File: config.mk
export PLATFORM = sky130hd
export DESIGN_NAME = uhf_host_port
export DESIGN_NICKNAME = d
export VERILOG_FILES = /design/src/include/uhf_pkg.sv /design/src/include/uhf_fifo_if.sv /design/src/logic/uhf_fifo.sv /design/src/logic/uhf_host_port.sv
export SDC_FILE = /design/constraint.sdc
export NUM_CORES = 1
export LEC_CHECK = 0
export ABC_CLOCK_PERIOD_IN_PS = 8600
export BUFFER_PORTS_ARGS = -buffer_cell sky130_fd_sc_hd__buf_2
export CAP_MARGIN = 40
export CORE_MARGIN = 5
export CORE_UTILIZATION = 30
export DETAILED_ROUTE_END_ITERATION = 10
export PLACE_DENSITY_LB_ADDON = 0.25
export SYNTH_ARGS = -nofsm -noshare
export SYNTH_HDL_FRONTEND = slang
export SYNTH_SLANG_ARGS = --single-unit
export TNS_END_PERCENT = 20
File: constraint.sdc
create_clock -name clk -period 8.6 [get_ports clk]
set_clock_uncertainty 0.2 [all_clocks]
set_input_delay 0.43 -clock clk [delete_from_list [all_inputs] [get_ports clk]]
set_output_delay 0.43 -clock clk [all_outputs]
set_load 0.005 [all_outputs]
File: src/include/uhf_pkg.sv
package uhf_pkg;
    localparam int CLK_PERIOD_NS = 40;
    localparam int FIFO_DEPTH = 16;
    localparam int CNT_W = 5;
    // Host spacing between FIFO strobes: two CPU clocks plus a margin
    localparam int ACCESS_GAP_CPU_CLKS = 2;
    localparam int ACCESS_GAP_EXTRA_NS = 15;
    localparam int ACCESS_GAP_CYC = ACCESS_GAP_CPU_CLKS
        + (ACCESS_GAP_EXTRA_NS + CLK_PERIOD_NS - 1) / CLK_PERIOD_NS;
    // Register offsets on the three address lines
    localparam logic [2:0] OFS_DATA = 3'h0;
    localparam logic [2:0] OFS_IER = 3'h1;
    localparam logic [2:0] OFS_IIR_FCR = 3'h2;
    localparam logic [2:0] OFS_LCR = 3'h3;
    localparam logic [2:0] OFS_MCR = 3'h4;
    localparam logic [2:0] OFS_LSR = 3'h5;
    localparam logic [2:0] OFS_SCR = 3'h7;
    localparam logic [2:0] OFS_EVT_STS = 3'h4;
    localparam logic [2:0] OFS_EVT_MSK = 3'h5;
    // Divisor-latch access qualifier for decoding
    localparam logic [1:0] DL_OFF = 2'h0;
    localparam logic [1:0] DL_ON = 2'h1;
    localparam logic [1:0] DL_ANY = 2'h2;
    // Field positions
    localparam int FCR_EN_BIT = 0;
    localparam int FCR_RXRST_BIT = 1;
    localparam int FCR_TXRST_BIT = 2;
    localparam int FCR_DMA_BIT = 3;
    localparam int FCR_TRIG_LSB = 6;
    localparam int IER_RX_BIT = 0;
    localparam int IER_TX_BIT = 1;
    localparam int LCR_STB_BIT = 2;
    localparam int LCR_PEN_BIT = 3;
    localparam int LCR_DLAB_BIT = 7;
    localparam int EVT_TRIG_BIT = 0;
    localparam int EVT_TMO_BIT = 1;
    localparam int EVT_OVR_BIT = 2;
    localparam int EVT_W = 3;
    // Interrupt identification codes
    localparam logic [3:0] IIR_NONE = 4'h1;
    localparam logic [3:0] IIR_THRE = 4'h2;
    localparam logic [3:0] IIR_RXDATA = 4'h4;
    localparam logic [3:0] IIR_TIMEOUT = 4'hc;
    localparam logic [CNT_W-1:0] TRIG_LVL [4] = '{5'h01, 5'h04, 5'h08, 5'h0e};
    // Character framing
    localparam logic [3:0] START_BITS = 4'h1;
    localparam logic [3:0] BASE_WORD_BITS = 4'h5;
    localparam logic [3:0] ONE_STOP = 4'h1;
    localparam logic [3:0] TWO_STOP = 4'h2;
    localparam int TIMEOUT_CHARS = 4;
    // Reset values
    localparam logic [7:0] LCR_RST = 8'h00;
    localparam logic [7:0] BYTE_RST = 8'h00;
    localparam logic [1:0] TRIG_RST = 2'h0;
    typedef enum logic [1:0] {
        ACC_IDLE = 2'b00,
        ACC_RD = 2'b01,
        ACC_WR = 2'b10
    } uhf_acc_t;
endpackage

File: src/include/uhf_fifo_if.sv
`timescale 1ns/10ps
interface uhf_fifo_if #(parameter int WIDTH = 8, parameter int DEPTH = 16);
    localparam int CW = $clog2(DEPTH + 1);
    logic clear;
    logic one_deep;
    logic push;
    logic [WIDTH-1:0] push_data;
    logic pop;
    logic [WIDTH-1:0] head;
    logic [CW-1:0] count;
    logic full;
    logic empty;
    modport user (output clear, one_deep, push, push_data, pop,
        input head, count, full, empty);
    modport store (input clear, one_deep, push, push_data, pop,
        output head, count, full, empty);
endinterface

File: src/logic/uhf_fifo.sv
`timescale 1ns/10ps
// Depth must be a power of two so that the pointers wrap by themselves
module uhf_fifo #(
    parameter int WIDTH = 8,
    parameter int DEPTH = 16
) (
    input wire logic clk,
    input wire logic sys_rst,
    uhf_fifo_if.store f
);
    localparam int AW = $clog2(DEPTH);
    localparam int CW = $clog2(DEPTH + 1);
    logic [WIDTH-1:0] mem_ff [DEPTH];
    logic [AW-1:0] wp_ff, rp_ff, nxt_wp, nxt_rp;
    logic [CW-1:0] cnt_ff, nxt_cnt;
    logic do_push, do_pop;

    // Single-buffer mode keeps one entry only
    assign f.full = f.one_deep ? (cnt_ff != '0) : (cnt_ff == CW'(DEPTH));
    assign f.empty = (cnt_ff == '0);
    assign do_push = f.push && !f.full;
    assign do_pop = f.pop && !f.empty;
    assign nxt_wp = f.clear ? '0 : wp_ff + AW'(do_push);
    assign nxt_rp = f.clear ? '0 : rp_ff + AW'(do_pop);
    assign nxt_cnt = f.clear ? '0 : cnt_ff + CW'(do_push) - CW'(do_pop);
    assign f.count = cnt_ff;
    assign f.head = mem_ff[rp_ff];

    always_ff @(posedge clk) begin
        if (sys_rst) begin
            wp_ff <= '0;
            rp_ff <= '0;
            cnt_ff <= '0;
        end else begin
            wp_ff <= nxt_wp;
            rp_ff <= nxt_rp;
            cnt_ff <= nxt_cnt;
        end
    end

    always_ff @(posedge clk) begin
        if (do_push) begin
            mem_ff[wp_ff] <= f.push_data;
        end
    end
endmodule // uhf_fifo

File: src/logic/uhf_host_port.sv
// Summary of operation
// - FIFO enable bit turns on both FIFOs
// - Receive and transmit FIFOs hold sixteen bytes
// - DMA mode only effective with FIFOs enabled
// - FIFOs off means single character buffers
// - Host reads receive buffer, FIFO order
// - Host writes transmit buffer, queued in order
// - Data ready flag while receive FIFO nonempty
// - Code 4h while count at trigger level
// - Interrupt pin follows receive trigger level
// - Code Ch after four idle character times
// - Second stop bit counts in character time
// - Interrupt pin active high, drops when cleared
//
// Implementation choices: the plain strobed port and the register addresses.
`timescale 1ns/10ps
module uhf_host_port #(
    parameter int DEPTH = uhf_pkg::FIFO_DEPTH
) (
    input wire logic clk,
    input wire logic sys_rst,
    input wire logic device_select_n,
    input wire logic rd_strobe_n,
    input wire logic write_pulse_n,
    input wire logic addr_bit_zero,
    input wire logic addr_bit_one,
    input wire logic addr_bit_two,
    input wire logic [7:0] host_data_in,
    output logic [7:0] host_data_out,
    output logic host_data_oe,
    output logic host_interrupt_out,
    input wire logic rx_in_valid,
    input wire logic [7:0] rx_in_data,
    input wire logic bit_tick,
    output logic tx_out_valid,
    output logic [7:0] tx_out_data,
    input wire logic tx_out_ready,
    output logic dma_mode_active,
    output logic [7:0] line_ctrl,
    output logic [15:0] baud_divisor
);
    import uhf_pkg::*;

    localparam int NPIN = 14;

    function automatic logic hit(input logic [2:0] a, input logic [2:0] ofs,
                                 input logic dl, input logic [1:0] dmode);
        return (a == ofs) && (dmode[1] || (dmode[0] == dl));
    endfunction

    // Host pins: three flops, a change counts once stages two and three agree
    logic [NPIN-1:0] pin_raw, s1_ff, s2_ff, s3_ff, filt_ff, agree;
    assign pin_raw = {device_select_n, rd_strobe_n, write_pulse_n,
                      addr_bit_two, addr_bit_one, addr_bit_zero, host_data_in};
    assign agree = s2_ff ~^ s3_ff;

    always_ff @(posedge clk) begin
        if (sys_rst) begin
            s1_ff <= '1;
            s2_ff <= '1;
            s3_ff <= '1;
            filt_ff <= '1;
        end else begin
            s1_ff <= pin_raw;
            s2_ff <= s1_ff;
            s3_ff <= s2_ff;
            filt_ff <= (agree & s3_ff) | (~agree & filt_ff);
        end
    end

    logic cs_n_f, rd_n_f, wr_n_f;
    logic [2:0] addr_f;
    logic [7:0] din_f;
    assign cs_n_f = filt_ff[13];
    assign rd_n_f = filt_ff[12];
    assign wr_n_f = filt_ff[11];
    assign addr_f = filt_ff[10:8];
    assign din_f = filt_ff[7:0];

    // Access sequencer; strobe spacing by the host keeps each edge visible
    uhf_acc_t acc_ff, nxt_acc;
    logic rd_evt, wr_evt;
    logic [2:0] wa_ff;
    logic [7:0] wd_ff;

    always_comb begin
        nxt_acc = acc_ff;
        case (acc_ff)
            ACC_IDLE: begin
                if (!cs_n_f && !rd_n_f) begin
                    nxt_acc = ACC_RD;
                end else if (!cs_n_f && !wr_n_f) begin
                    nxt_acc = ACC_WR;
                end
            end
            ACC_RD: begin
                if (rd_n_f) begin
                    nxt_acc = ACC_IDLE;
                end
            end
            ACC_WR: begin
                if (wr_n_f) begin
                    nxt_acc = ACC_IDLE;
                end
            end
            default: nxt_acc = ACC_IDLE;
        endcase
    end

    assign rd_evt = (acc_ff == ACC_IDLE) && (nxt_acc == ACC_RD);
    assign wr_evt = (acc_ff == ACC_WR) && wr_n_f;

    // Write data is held while the strobe is low, since hold after release is short
    always_ff @(posedge clk) begin
        if (sys_rst) begin
            acc_ff <= ACC_IDLE;
            wa_ff <= '0;
            wd_ff <= BYTE_RST;
        end else begin
            acc_ff <= nxt_acc;
            if (nxt_acc == ACC_WR) begin
                wa_ff <= addr_f;
                wd_ff <= din_f;
            end
        end
    end

    // Registers
    logic [3:0] ier_ff;
    logic [7:0] lcr_ff, scr_ff, dll_ff, dlm_ff, rd_data_ff;
    logic [4:0] mcr_ff;
    logic fifo_en_ff, dma_ff, ovr_ff, thre_irq_ff, tx_emp_d_ff;
    logic trig_d_ff, tmo_d_ff, int_ff;
    logic [1:0] trig_ff;
    logic [EVT_W-1:0] evt_sts_ff, evt_msk_ff, evt_set;
    logic [5:0] tmo_cnt_ff;
    logic dlab;
    assign dlab = lcr_ff[LCR_DLAB_BIT];

    logic w_thr, w_ier, w_fcr, w_lcr, w_mcr, w_scr, w_dll, w_dlm, w_est, w_emk;
    assign w_thr = wr_evt && hit(wa_ff, OFS_DATA, dlab, DL_OFF);
    assign w_ier = wr_evt && hit(wa_ff, OFS_IER, dlab, DL_OFF);
    assign w_fcr = wr_evt && hit(wa_ff, OFS_IIR_FCR, dlab, DL_ANY);
    assign w_lcr = wr_evt && hit(wa_ff, OFS_LCR, dlab, DL_ANY);
    assign w_mcr = wr_evt && hit(wa_ff, OFS_MCR, dlab, DL_OFF);
    assign w_scr = wr_evt && hit(wa_ff, OFS_SCR, dlab, DL_ANY);
    assign w_dll = wr_evt && hit(wa_ff, OFS_DATA, dlab, DL_ON);
    assign w_dlm = wr_evt && hit(wa_ff, OFS_IER, dlab, DL_ON);
    assign w_est = wr_evt && hit(wa_ff, OFS_EVT_STS, dlab, DL_ON);
    assign w_emk = wr_evt && hit(wa_ff, OFS_EVT_MSK, dlab, DL_ON);

    logic r_rbr, r_ier, r_iir, r_lcr, r_mcr, r_lsr, r_scr, r_dll, r_dlm, r_est, r_emk;
    assign r_rbr = hit(addr_f, OFS_DATA, dlab, DL_OFF);
    assign r_ier = hit(addr_f, OFS_IER, dlab, DL_OFF);
    assign r_iir = hit(addr_f, OFS_IIR_FCR, dlab, DL_ANY);
    assign r_lcr = hit(addr_f, OFS_LCR, dlab, DL_ANY);
    assign r_mcr = hit(addr_f, OFS_MCR, dlab, DL_OFF);
    assign r_lsr = hit(addr_f, OFS_LSR, dlab, DL_OFF);
    assign r_scr = hit(addr_f, OFS_SCR, dlab, DL_ANY);
    assign r_dll = hit(addr_f, OFS_DATA, dlab, DL_ON);
    assign r_dlm = hit(addr_f, OFS_IER, dlab, DL_ON);
    assign r_est = hit(addr_f, OFS_EVT_STS, dlab, DL_ON);
    assign r_emk = hit(addr_f, OFS_EVT_MSK, dlab, DL_ON);

    // FIFOs
    uhf_fifo_if #(.WIDTH(8), .DEPTH(DEPTH)) rx_f();
    uhf_fifo_if #(.WIDTH(8), .DEPTH(DEPTH)) tx_f();

    uhf_fifo #(.WIDTH(8), .DEPTH(DEPTH)) u_rx_fifo (
        .clk(clk),
        .sys_rst(sys_rst),
        .f(rx_f.store)
    );
    uhf_fifo #(.WIDTH(8), .DEPTH(DEPTH)) u_tx_fifo (
        .clk(clk),
        .sys_rst(sys_rst),
        .f(tx_f.store)
    );

    logic en_change, rx_pop, tx_pop;
    assign en_change = w_fcr && (wd_ff[FCR_EN_BIT] != fifo_en_ff);
    assign rx_pop = rd_evt && r_rbr;
    assign tx_pop = tx_out_valid && tx_out_ready;
    assign rx_f.clear = en_change || (w_fcr && wd_ff[FCR_RXRST_BIT]);
    assign tx_f.clear = en_change || (w_fcr && wd_ff[FCR_TXRST_BIT]);
    assign rx_f.one_deep = !fifo_en_ff;
    assign tx_f.one_deep = !fifo_en_ff;
    assign rx_f.push = rx_in_valid;
    assign rx_f.push_data = rx_in_data;
    assign rx_f.pop = rx_pop;
    assign tx_f.push = w_thr;
    assign tx_f.push_data = wd_ff;
    assign tx_f.pop = tx_pop;
    assign tx_out_valid = !tx_f.empty;
    assign tx_out_data = tx_f.head;

    // Character time in bit ticks, framing taken from the line control
    logic [3:0] char_bits;
    logic [5:0] tmo_lim;
    logic tmo_hit, trig_hit, rx_lvl, tmo_irq, thre_irq;
    logic [CNT_W-1:0] rx_cnt;
    assign rx_cnt = rx_f.count;
    assign char_bits = START_BITS + BASE_WORD_BITS + {2'b00, lcr_ff[1:0]}
        + {3'b000, lcr_ff[LCR_PEN_BIT]}
        + (lcr_ff[LCR_STB_BIT] ? TWO_STOP : ONE_STOP);
    assign tmo_lim = 6'(32'(char_bits) * TIMEOUT_CHARS);
    assign tmo_hit = (tmo_cnt_ff >= tmo_lim) && !rx_f.empty;
    assign trig_hit = fifo_en_ff ? (rx_cnt >= TRIG_LVL[trig_ff]) : !rx_f.empty;
    assign rx_lvl = ier_ff[IER_RX_BIT] && trig_hit;
    assign tmo_irq = ier_ff[IER_RX_BIT] && fifo_en_ff && tmo_hit;
    assign thre_irq = ier_ff[IER_TX_BIT] && thre_irq_ff;

    logic [3:0] iir_id;
    logic [7:0] iir_byte, lsr_byte, rd_mux;
    assign iir_id = rx_lvl ? IIR_RXDATA : tmo_irq ? IIR_TIMEOUT
        : thre_irq ? IIR_THRE : IIR_NONE;
    assign iir_byte = {fifo_en_ff, fifo_en_ff, 2'b00, iir_id};
    assign lsr_byte = {1'b0, tx_f.empty, tx_f.empty, 3'b000, ovr_ff, !rx_f.empty};
    assign rd_mux = r_rbr ? rx_f.head : r_ier ? {4'h0, ier_ff} : r_iir ? iir_byte
        : r_lcr ? lcr_ff : r_mcr ? {3'h0, mcr_ff} : r_lsr ? lsr_byte
        : r_scr ? scr_ff : r_dll ? dll_ff : r_dlm ? dlm_ff
        : r_est ? {5'h0, evt_sts_ff} : r_emk ? {5'h0, evt_msk_ff} : BYTE_RST;

    assign evt_set[EVT_TRIG_BIT] = trig_hit && !trig_d_ff;
    assign evt_set[EVT_TMO_BIT] = tmo_hit && !tmo_d_ff;
    assign evt_set[EVT_OVR_BIT] = rx_in_valid && rx_f.full;

    // Flags set by hardware win over a clear in the same cycle
    always_ff @(posedge clk) begin
        if (sys_rst) begin
            ier_ff <= '0;
            lcr_ff <= LCR_RST;
            mcr_ff <= '0;
            scr_ff <= BYTE_RST;
            dll_ff <= BYTE_RST;
            dlm_ff <= BYTE_RST;
            fifo_en_ff <= 1'b0;
            dma_ff <= 1'b0;
            trig_ff <= TRIG_RST;
            evt_msk_ff <= '0;
        end else begin
            if (w_ier) ier_ff <= wd_ff[3:0];
            if (w_lcr) lcr_ff <= wd_ff;
            if (w_mcr) mcr_ff <= wd_ff[4:0];
            if (w_scr) scr_ff <= wd_ff;
            if (w_dll) dll_ff <= wd_ff;
            if (w_dlm) dlm_ff <= wd_ff;
            if (w_emk) evt_msk_ff <= wd_ff[EVT_W-1:0];
            if (w_fcr) begin
                fifo_en_ff <= wd_ff[FCR_EN_BIT];
                dma_ff <= wd_ff[FCR_DMA_BIT];
                trig_ff <= wd_ff[FCR_TRIG_LSB +: 2];
            end
        end
    end

    always_ff @(posedge clk) begin
        if (sys_rst) begin
            evt_sts_ff <= '0;
            ovr_ff <= 1'b0;
            thre_irq_ff <= 1'b0;
            tx_emp_d_ff <= 1'b1;
            trig_d_ff <= 1'b0;
            tmo_d_ff <= 1'b0;
            int_ff <= 1'b0;
            rd_data_ff <= BYTE_RST;
            tmo_cnt_ff <= '0;
        end else begin
            evt_sts_ff <= (evt_sts_ff & ~(w_est ? wd_ff[EVT_W-1:0] : '0)) | evt_set;
            ovr_ff <= evt_set[EVT_OVR_BIT] || (ovr_ff && !(rd_evt && r_lsr));
            thre_irq_ff <= (tx_f.empty && !tx_emp_d_ff)
                || (thre_irq_ff && !w_thr && !(rd_evt && r_iir && iir_id == IIR_THRE));
            tx_emp_d_ff <= tx_f.empty;
            trig_d_ff <= trig_hit;
            tmo_d_ff <= tmo_hit;
            int_ff <= !iir_id[0] || (|(evt_sts_ff & evt_msk_ff));
            if (rd_evt) rd_data_ff <= rd_mux;
            // Arrival or host read restarts the idle measure
            if (rx_f.push || rx_pop || rx_f.empty) begin
                tmo_cnt_ff <= '0;
            end else if (bit_tick && tmo_cnt_ff < tmo_lim) begin
                tmo_cnt_ff <= tmo_cnt_ff + 6'h01;
            end
        end
    end

    assign host_data_out = rd_data_ff;
    assign host_data_oe = (acc_ff == ACC_RD);
    assign host_interrupt_out = int_ff;
    assign dma_mode_active = dma_ff && fifo_en_ff;
    assign line_ctrl = lcr_ff;
    assign baud_divisor = {dlm_ff, dll_ff};
endmodule // uhf_host_port

==> out/results.ini, run 1 <==
[outcome]
status = complete, no violations

[die]
die_area_um2 = 61100
dieHeight_um = 247
die_w_um = 247
initial_utilization = 0.301
ioPinCount = 71
row_count = 87
core_um2 = 56100

[yosys]
ys.warnings.count = 0
syn_area_um2 = 16900
dominantRegCellSynth = edfxtp_1
yosysTopAreaCellShare = 0.456
yosys.area.top_type = edfxtp_1
ys_async_sr_fraction = 0
syn_nets = 1246
syn_inst = 1183
synth_edf_count = 256
ys_top_cells_by_area = edfxtp_1 46%, dfxtp_1 20%, mux4_2 10%, mux2i_1 4.3%, nor2_1 3.4%
avgSynthCellArea_um2 = 14.3
synth_seq_cells = 422
ys_types = 61
synth.yosys.seq_area_share = 0.653

[drt]
routedWlPerCell_um = 19.1
drc = 0
drtAntennaViolNets = 0
routed_via_density = 4.69
drt_iter0_drc = 640
routed_wl_mm = 40.1
vias = 9857
dr.pass1.iters = 5

[cts]
ctsResizeCount = 0
clk_latency_ps = 600
clockBufferDepth = 3
cts_tree = done
cts_buffers = 46
cts_root_buffer = clkbuf_16
cts.reportedPaths.clkPinSlew_ps = 60
clock-sinks = 422
post_cts_buffers = 0
htreeDepth = 2

[critical_path]
cp_data_arrival_time_ps = 2740
worstSetupPathType = flop to output port
startpoint = u_tx_fifo.rp_ff[0]
cp-endpoint = tx_out_data[6]
worst_setup_path_end_kind = output port
path_max_fanout = 33
reg2reg_slack_ps = 5320
required_ps = 7970
r2r_cells = 13
r2r-end = u_rx_fifo.f.count[4]
start_kind = flop

[timing]
maxSlewHeadroom = 0.423
max_freq_ghz = 0.296
worstMarginPinSlew_ps = 858
hold_viol = 0
drv_slew = 0
finalCriticalPeriod_ps = 3370
setup_tns_ps = 0
setup_violations = 0
post-route-period-util = 0.392
rsz0062_at_grt = no
timing.hold.ws_ps = 36.5

[global_route]
grt_pass1_vias = 10100
grt_pass1_wl_mm = 61.6
gr-total-overflow = 0
use_met1 = 0.180
grt_use_met3 = 0.0279
antenna_found_initial = 0
track_usage = 0.132
met2_usage = 0.212
grt_max_degree = 67
busiest_layer = met2

[pwr]
combPwrFrac = 0.126
p_sw_frac = 0.245
power.switching_w = 0.00116
pwr-share-seq = 0.474
fin_total_pwr_w = 0.00472
intPower_w = 0.00357
ir_drop_mv = 0.145
pwr_density_cell_nw_per_um2 = 236
power.share.clock = 0.399
power_leakage_nw = 7.06

[final_layout]
layout-drive-gt1-share = 0.236
diodes = 0
fin_area_um2 = 20000
finalNetCount = 1372
syn2layout_area_growth_pct = 18.5
fillers = 5418

[min_path]
hp-class = input port to flop
whs_path_depth = 1
min_from = rx_in_data[1]

[placed_design]
globalplace.congestion = 0.869
dpl_cell_area_um2 = 18300
dpl.hpwl_mm = 26.7
portBuffers = 70

[flow_run]
cap_violations = 0

registers in the layout, indices dropped and copies added (netlist names), 3 cells and up, named ones only:
signal and cells:
u_tx_fifo.mem_ff 128, evt_msk_ff 3, u_tx_fifo.wp_ff 4, u_tx_fifo.f.count 5, u_rx_fifo.wp_ff 4, dll_ff 8, evt_sts_ff 3, mcr_ff 5
s2_ff 14, tx_f.push_data 8, host_data_out 8, s1_ff 14, wa_ff 3, scr_ff 8, u_rx_fifo.rp_ff 4, u_rx_fifo.f.count 5
dlm_ff 8, tmo_cnt_ff 6, u_tx_fifo.rp_ff 4, s3_ff 14, ier_ff 4, line_ctrl 8, u_rx_fifo.mem_ff 128
Yosys cell counts (all sizes together) (2+ instances only):
cell and n:
edfxtp 256, dfxtp 166, nor2 154, mux4 76, mux2i 73, a21oi 52
or2 43, o21ai 41, inv 40, clkbuf 37, nand2 34, ha 33
buf 22, nor3 20, nand3 17, and2 15, nand2b 10, xnor2 10
xor2 9, a211oi 8, nor2b 7, or3 7, nand3b 5, a31oi 4
o31ai 4, a22oi 3, fa 3, mux2 3, o22ai 3, a21o 2
a32o 2, nor4 2, o211ai 2, or3b 2
power by group through the flow:
stage	logic (W)	clock network (W)	registers [W]
finish	0.000596	0.00189	0.00224
global route	0.000670	0.00204	0.00225
CTS	0.000614	0.00195	0.00224
detailed placement	0.000604	0	0.00228
global placement	0.000591	0	0.00228
floorplan	0.000433	0	0.00227
worst max-delay path, stage by stage, from the launching register on:
cell and delay (ps):
dfxtp_2 310, buf_4 550, mux4_2 620, mux4_2 510, buf_2 150
cell families (layout without fill, tap and decap cells):
logic type | count (synthesis) | after routing | share of synthesized area
fa+ha+maj | 36 | 36 | 0.0280
flops | 422 | 422 | 0.653
mux | 152 | 152 | 0.147
simple gates | 325 | 325 | 0.0932
xor+xnor | 19 | 19 | 0.00987
compound gates | 130 | 130 | 0.0454
buf+inv | 99 | 260 | 0.0240
metal layers:
| metal | up-vias | share of wire | wire length, um |
|---|---|---|---|
| met5 | - | 0 | 0 |
| met1 | 4937 | 0.46 | 18400 |
| met4 | 0 | 0.028 | 1130 |
| li1 | 4626 | - | - |
| met2 | 234 | 0.46 | 18600 |
| met3 | 60 | 0.051 | 2050 |
area by class of cell:
class | count | area, um2 | share of cell area
Clock buffer | 57 | 1190 | 0.0597
Clock inverter | 26 | 254 | 0.0127
Inverter | 40 | 150 | 0.00751
Multi-Input combinational cell | 662 | 5470 | 0.274
Sequential cell | 422 | 11000 | 0.551
Tap cell | 756 | 946 | 0.0473
Timing Repair Buffer | 137 | 960 | 0.0480
layout by cell type, fill, tap and decap left out, types with 4 or more instances in the layout:
| cell | n |
|---|---|
| and2_1 | 14 |
| nand2_1 | 34 |
| edfxtp_1 | 256 |
| nand3b_1 | 5 |
| a21oi_1 | 51 |
| nor3_2 | 4 |
| inv_1 | 40 |
| nor3_1 | 16 |
| xnor2_1 | 10 |
| buf_8 | 6 |
| mux4_2 | 76 |
| nor2_1 | 154 |
| a211oi_1 | 8 |
| or2_2 | 43 |
| xor2_1 | 9 |
| buf_2 | 70 |
| nor2b_1 | 7 |
| ha_1 | 33 |
| nand2b_1 | 10 |
| clkinv_2 | 9 |
| buf_4 | 36 |
| o21ai_1 | 7 |
| nand3_1 | 17 |
| dfxtp_1 | 164 |
| clkinv_1 | 6 |
| a31oi_1 | 4 |
| clkbuf_16 | 46 |
| or3_1 | 7 |
| mux2i_1 | 73 |
| o21ai_0 | 34 |
| dlygate4sd3_1 | 21 |
| clkbuf_1 | 11 |
| o31ai_1 | 4 |
how the worst min path moves through the flow:
stage	end	slack, ps
2_1_floorplan	s2_ff[0]	190
4_1_cts	u_rx_fifo.mem_ff[3][4]	1
5_1_grt	u_rx_fifo.mem_ff[12][4]	20
3_5_place_dp	s2_ff[11]	190
6_report	u_rx_fifo.mem_ff[4][1]	40
3_3_place_gp	s2_ff[5]	200
timing repair:
action,CTS,global route
hold buffers,21,0
endpoints found under the hold margin,86,0
endpoints found under the setup margin,0,0
metrics by stage:
step	cells	utilization	worst slack (ps)
after CTS	2099	0.356	4970
final	2100	0.356	5230
after floorplan	1183	-	5660
after global placement	1971	0.323	4940
after detailed placement	1995	0.327	4970
after global routing	2100	0.356	5070
(Power assumes the default switching activity.)
==> run 2, diff against run 1 <==
--- a/config.mk
+++ b/config.mk
@@ -5,7 +5,7 @@
 export SDC_FILE = /design/constraint.sdc
 export NUM_CORES = 1
 export LEC_CHECK = 0
-export ABC_CLOCK_PERIOD_IN_PS = 8600
+export ABC_CLOCK_PERIOD_IN_PS = 3320
 export BUFFER_PORTS_ARGS = -buffer_cell sky130_fd_sc_hd__buf_2
 export CAP_MARGIN = 40
 export CORE_MARGIN = 5
==> constraint.sdc (replaced) <==
create_clock -name clk -period 3.32 [get_ports clk]
set_clock_uncertainty 0.2 [all_clocks]
set_input_delay 0.166 -clock clk [delete_from_list [all_inputs] [get_ports clk]]
set_output_delay 0.166 -clock clk [all_outputs]
set_load 0.005 [all_outputs]
==> out/results.ini, run 2 (same netlist as run 1, synthesis figures left out) <==
[final_layout]
fillers = 5397
multiInputGateArea_um2 = 5450
layout_commonest_cell = edfxtp_1
seq_area_um2 = 11000
syn2layout_area_growth_pct = 20.7
final_cell_mix = 256 x edfxtp_1, 164 x dfxtp_1, 154 x nor2_1
reg_top3 = u_rx_fifo.mem_ff (128), u_tx_fifo.mem_ff (128)
diodes = 0
layout-drive-gt1-share = 0.242
finalNetCount = 1408
fin_area_um2 = 20400

[cts]
clock-sinks = 422
cts_tree = done
ctsResizeCount = 0
cts_root_buffer = clkbuf_16
htreeDepth = 2
cts_buffers = 46
cts.reportedPaths.clkPinSlew_ps = 60
clockBufferDepth = 3
clk_latency_ps = 600

[timing]
post-route-period-util = 0.919
rsz0062_at_grt = no
worstMarginPinSlew_ps = 775
maxSlewHeadroom = 0.483
timing.hold.ws_ps = 201
hold_viol = 0
finalCriticalPeriod_ps = 3050
drv_slew = 0
max_freq_ghz = 0.328
setup_violations = 0
setup_tns_ps = 0

[pwr]
power.switching_w = 0.00302
pwr-share-seq = 0.469
power_leakage_nw = 7.25
combPwrFrac = 0.126
intPower_w = 0.00943
power.share.clock = 0.405
p_sw_frac = 0.243
fin_total_pwr_w = 0.0125
pwr_density_cell_nw_per_um2 = 611
ir_drop_mv = 0.329

[die]
ioPinCount = 71
row_count = 87
die_w_um = 247
core_um2 = 56100
initial_utilization = 0.301
dieHeight_um = 247
die_area_um2 = 61100

[drt]
dr.pass1.iters = 5
drt_iter0_drc = 722
routed_via_density = 4.67
drtAntennaViolNets = 0
drc = 0
vias = 9969
routedWlPerCell_um = 19.0
routed_wl_mm = 40.6

[placed_design]
dpl.hpwl_mm = 26.6
globalplace.congestion = 0.863
dpl_cell_area_um2 = 18500
portBuffers = 70

[global_route]
busiest_layer = met2
met2_usage = 0.216
track_usage = 0.134
grt_pass1_wl_mm = 62.4
antenna_found_initial = 0
use_met1 = 0.185
grt_max_degree = 44
grt_use_met3 = 0.0244
grt_pass1_vias = 10100
gr-total-overflow = 0

[critical_path]
path_cells = buf_12 -> mux4_2 -> mux4_2 -> buf_2
required_ps = 2950
start_kind = flop
crit_buf_inv = 2
path_max_fanout = 24
cp_slowest_cell = dfxtp_2
cp_data_arrival_time_ps = 2690
critPathTopFamily = multiplexers
critPathMaxStageDelay_ps = 590
worst_setup_path_end_kind = output port
worstSetupPathType = flop to output port
crit_top_cell = mux4_2

[flow_run]
cap_violations = 0

[outcome]
status = complete, no violations

[min_path]
hp-class = flop to flop

==> run 2: changes by cell type in the layout (fill, tap and decap cells not counted), moves of 2 or more <==
cell | previous run | this run
inv_16 | 0 | 2
clkinv_1 | 6 | 8
clkbuf_8 | 0 | 7
nor3_1 | 16 | 19
nor3_2 | 4 | 1
clkbuf_1 | 11 | 6
dlygate4sd3_1 | 21 | 40
buf_4 | 36 | 56
buf_6 | 3 | 0
buf_12 | 0 | 3
clkinvlp_2 | 2 | 0
==> run 2: power by group through the flow <==
stage	Clock, W	Combinational, W	Sequential (W)
5_1_grt	0.00542	0.00176	0.00586
4_1_cts	0.00519	0.00161	0.00584
3_3_place_gp	0	0.00156	0.00595
3_5_place_dp	0	0.00157	0.00595
6_report	0.00504	0.00157	0.00584
2_1_floorplan	0	0.00112	0.00588
==> run 2: timing repair <==
| action | 4_1_cts | 5_1_grt |
|---|---|---|
| hold buffers | 40 | 0 |
| setup buffers | 0 | 0 |
| endpoints found under the hold margin | 180 | 0 |
==> run 2: final cells by class <==
type / instances / area share
Clock buffer: 59 / 0.0624
Clock inverter: 24 / 0.0114
Inverter: 40 / 0.00737
Multi-Input combinational cell: 662 / 0.268
Sequential cell: 422 / 0.541
Tap cell: 756 / 0.0464
Timing Repair Buffer: 173 / 0.0639
==> run 2: through the flow <==
| step | worst slack (ps) | utilization | std cells |
|---|---|---|---|
| after floorplan | 377 | - | 1183 |
| after global placement | 403 | 0.328 | 2007 |
| after detailed placement | 315 | 0.329 | 2013 |
| after CTS | 185 | 0.363 | 2136 |
| after global routing | 107 | 0.363 | 2136 |
| final | 268 | 0.363 | 2136 |
==> run 2: layer usage <==
layer	share of wire	up-vias
met5	0	-
met3	0.044	65
met2	0.47	204
li1	-	4688
met4	0.025	0
met1	0.46	5012
==> run 2: worst register-to-register path: cells and delay by family (launching register included) <==
kind            cells  cell delay [ps]
compound gates      2              280
fa+ha+maj           4              810
flops               1              310
buf+inv             4              240
simple gates        4             1050
==> run 2: final timing paths <==
path	from	end	slack, ps	cells past startpoint
setup / recovery	u_tx_fifo.rp_ff[0]	tx_out_data[2]	270	4
hold / removal	s1_ff[12]	s2_ff[12]	200	1
setup reg to reg	u_tx_fifo.f.count[3]	u_tx_fifo.f.count[4]	350	14
hold reg to reg	s1_ff[12]	s2_ff[12]	200	1
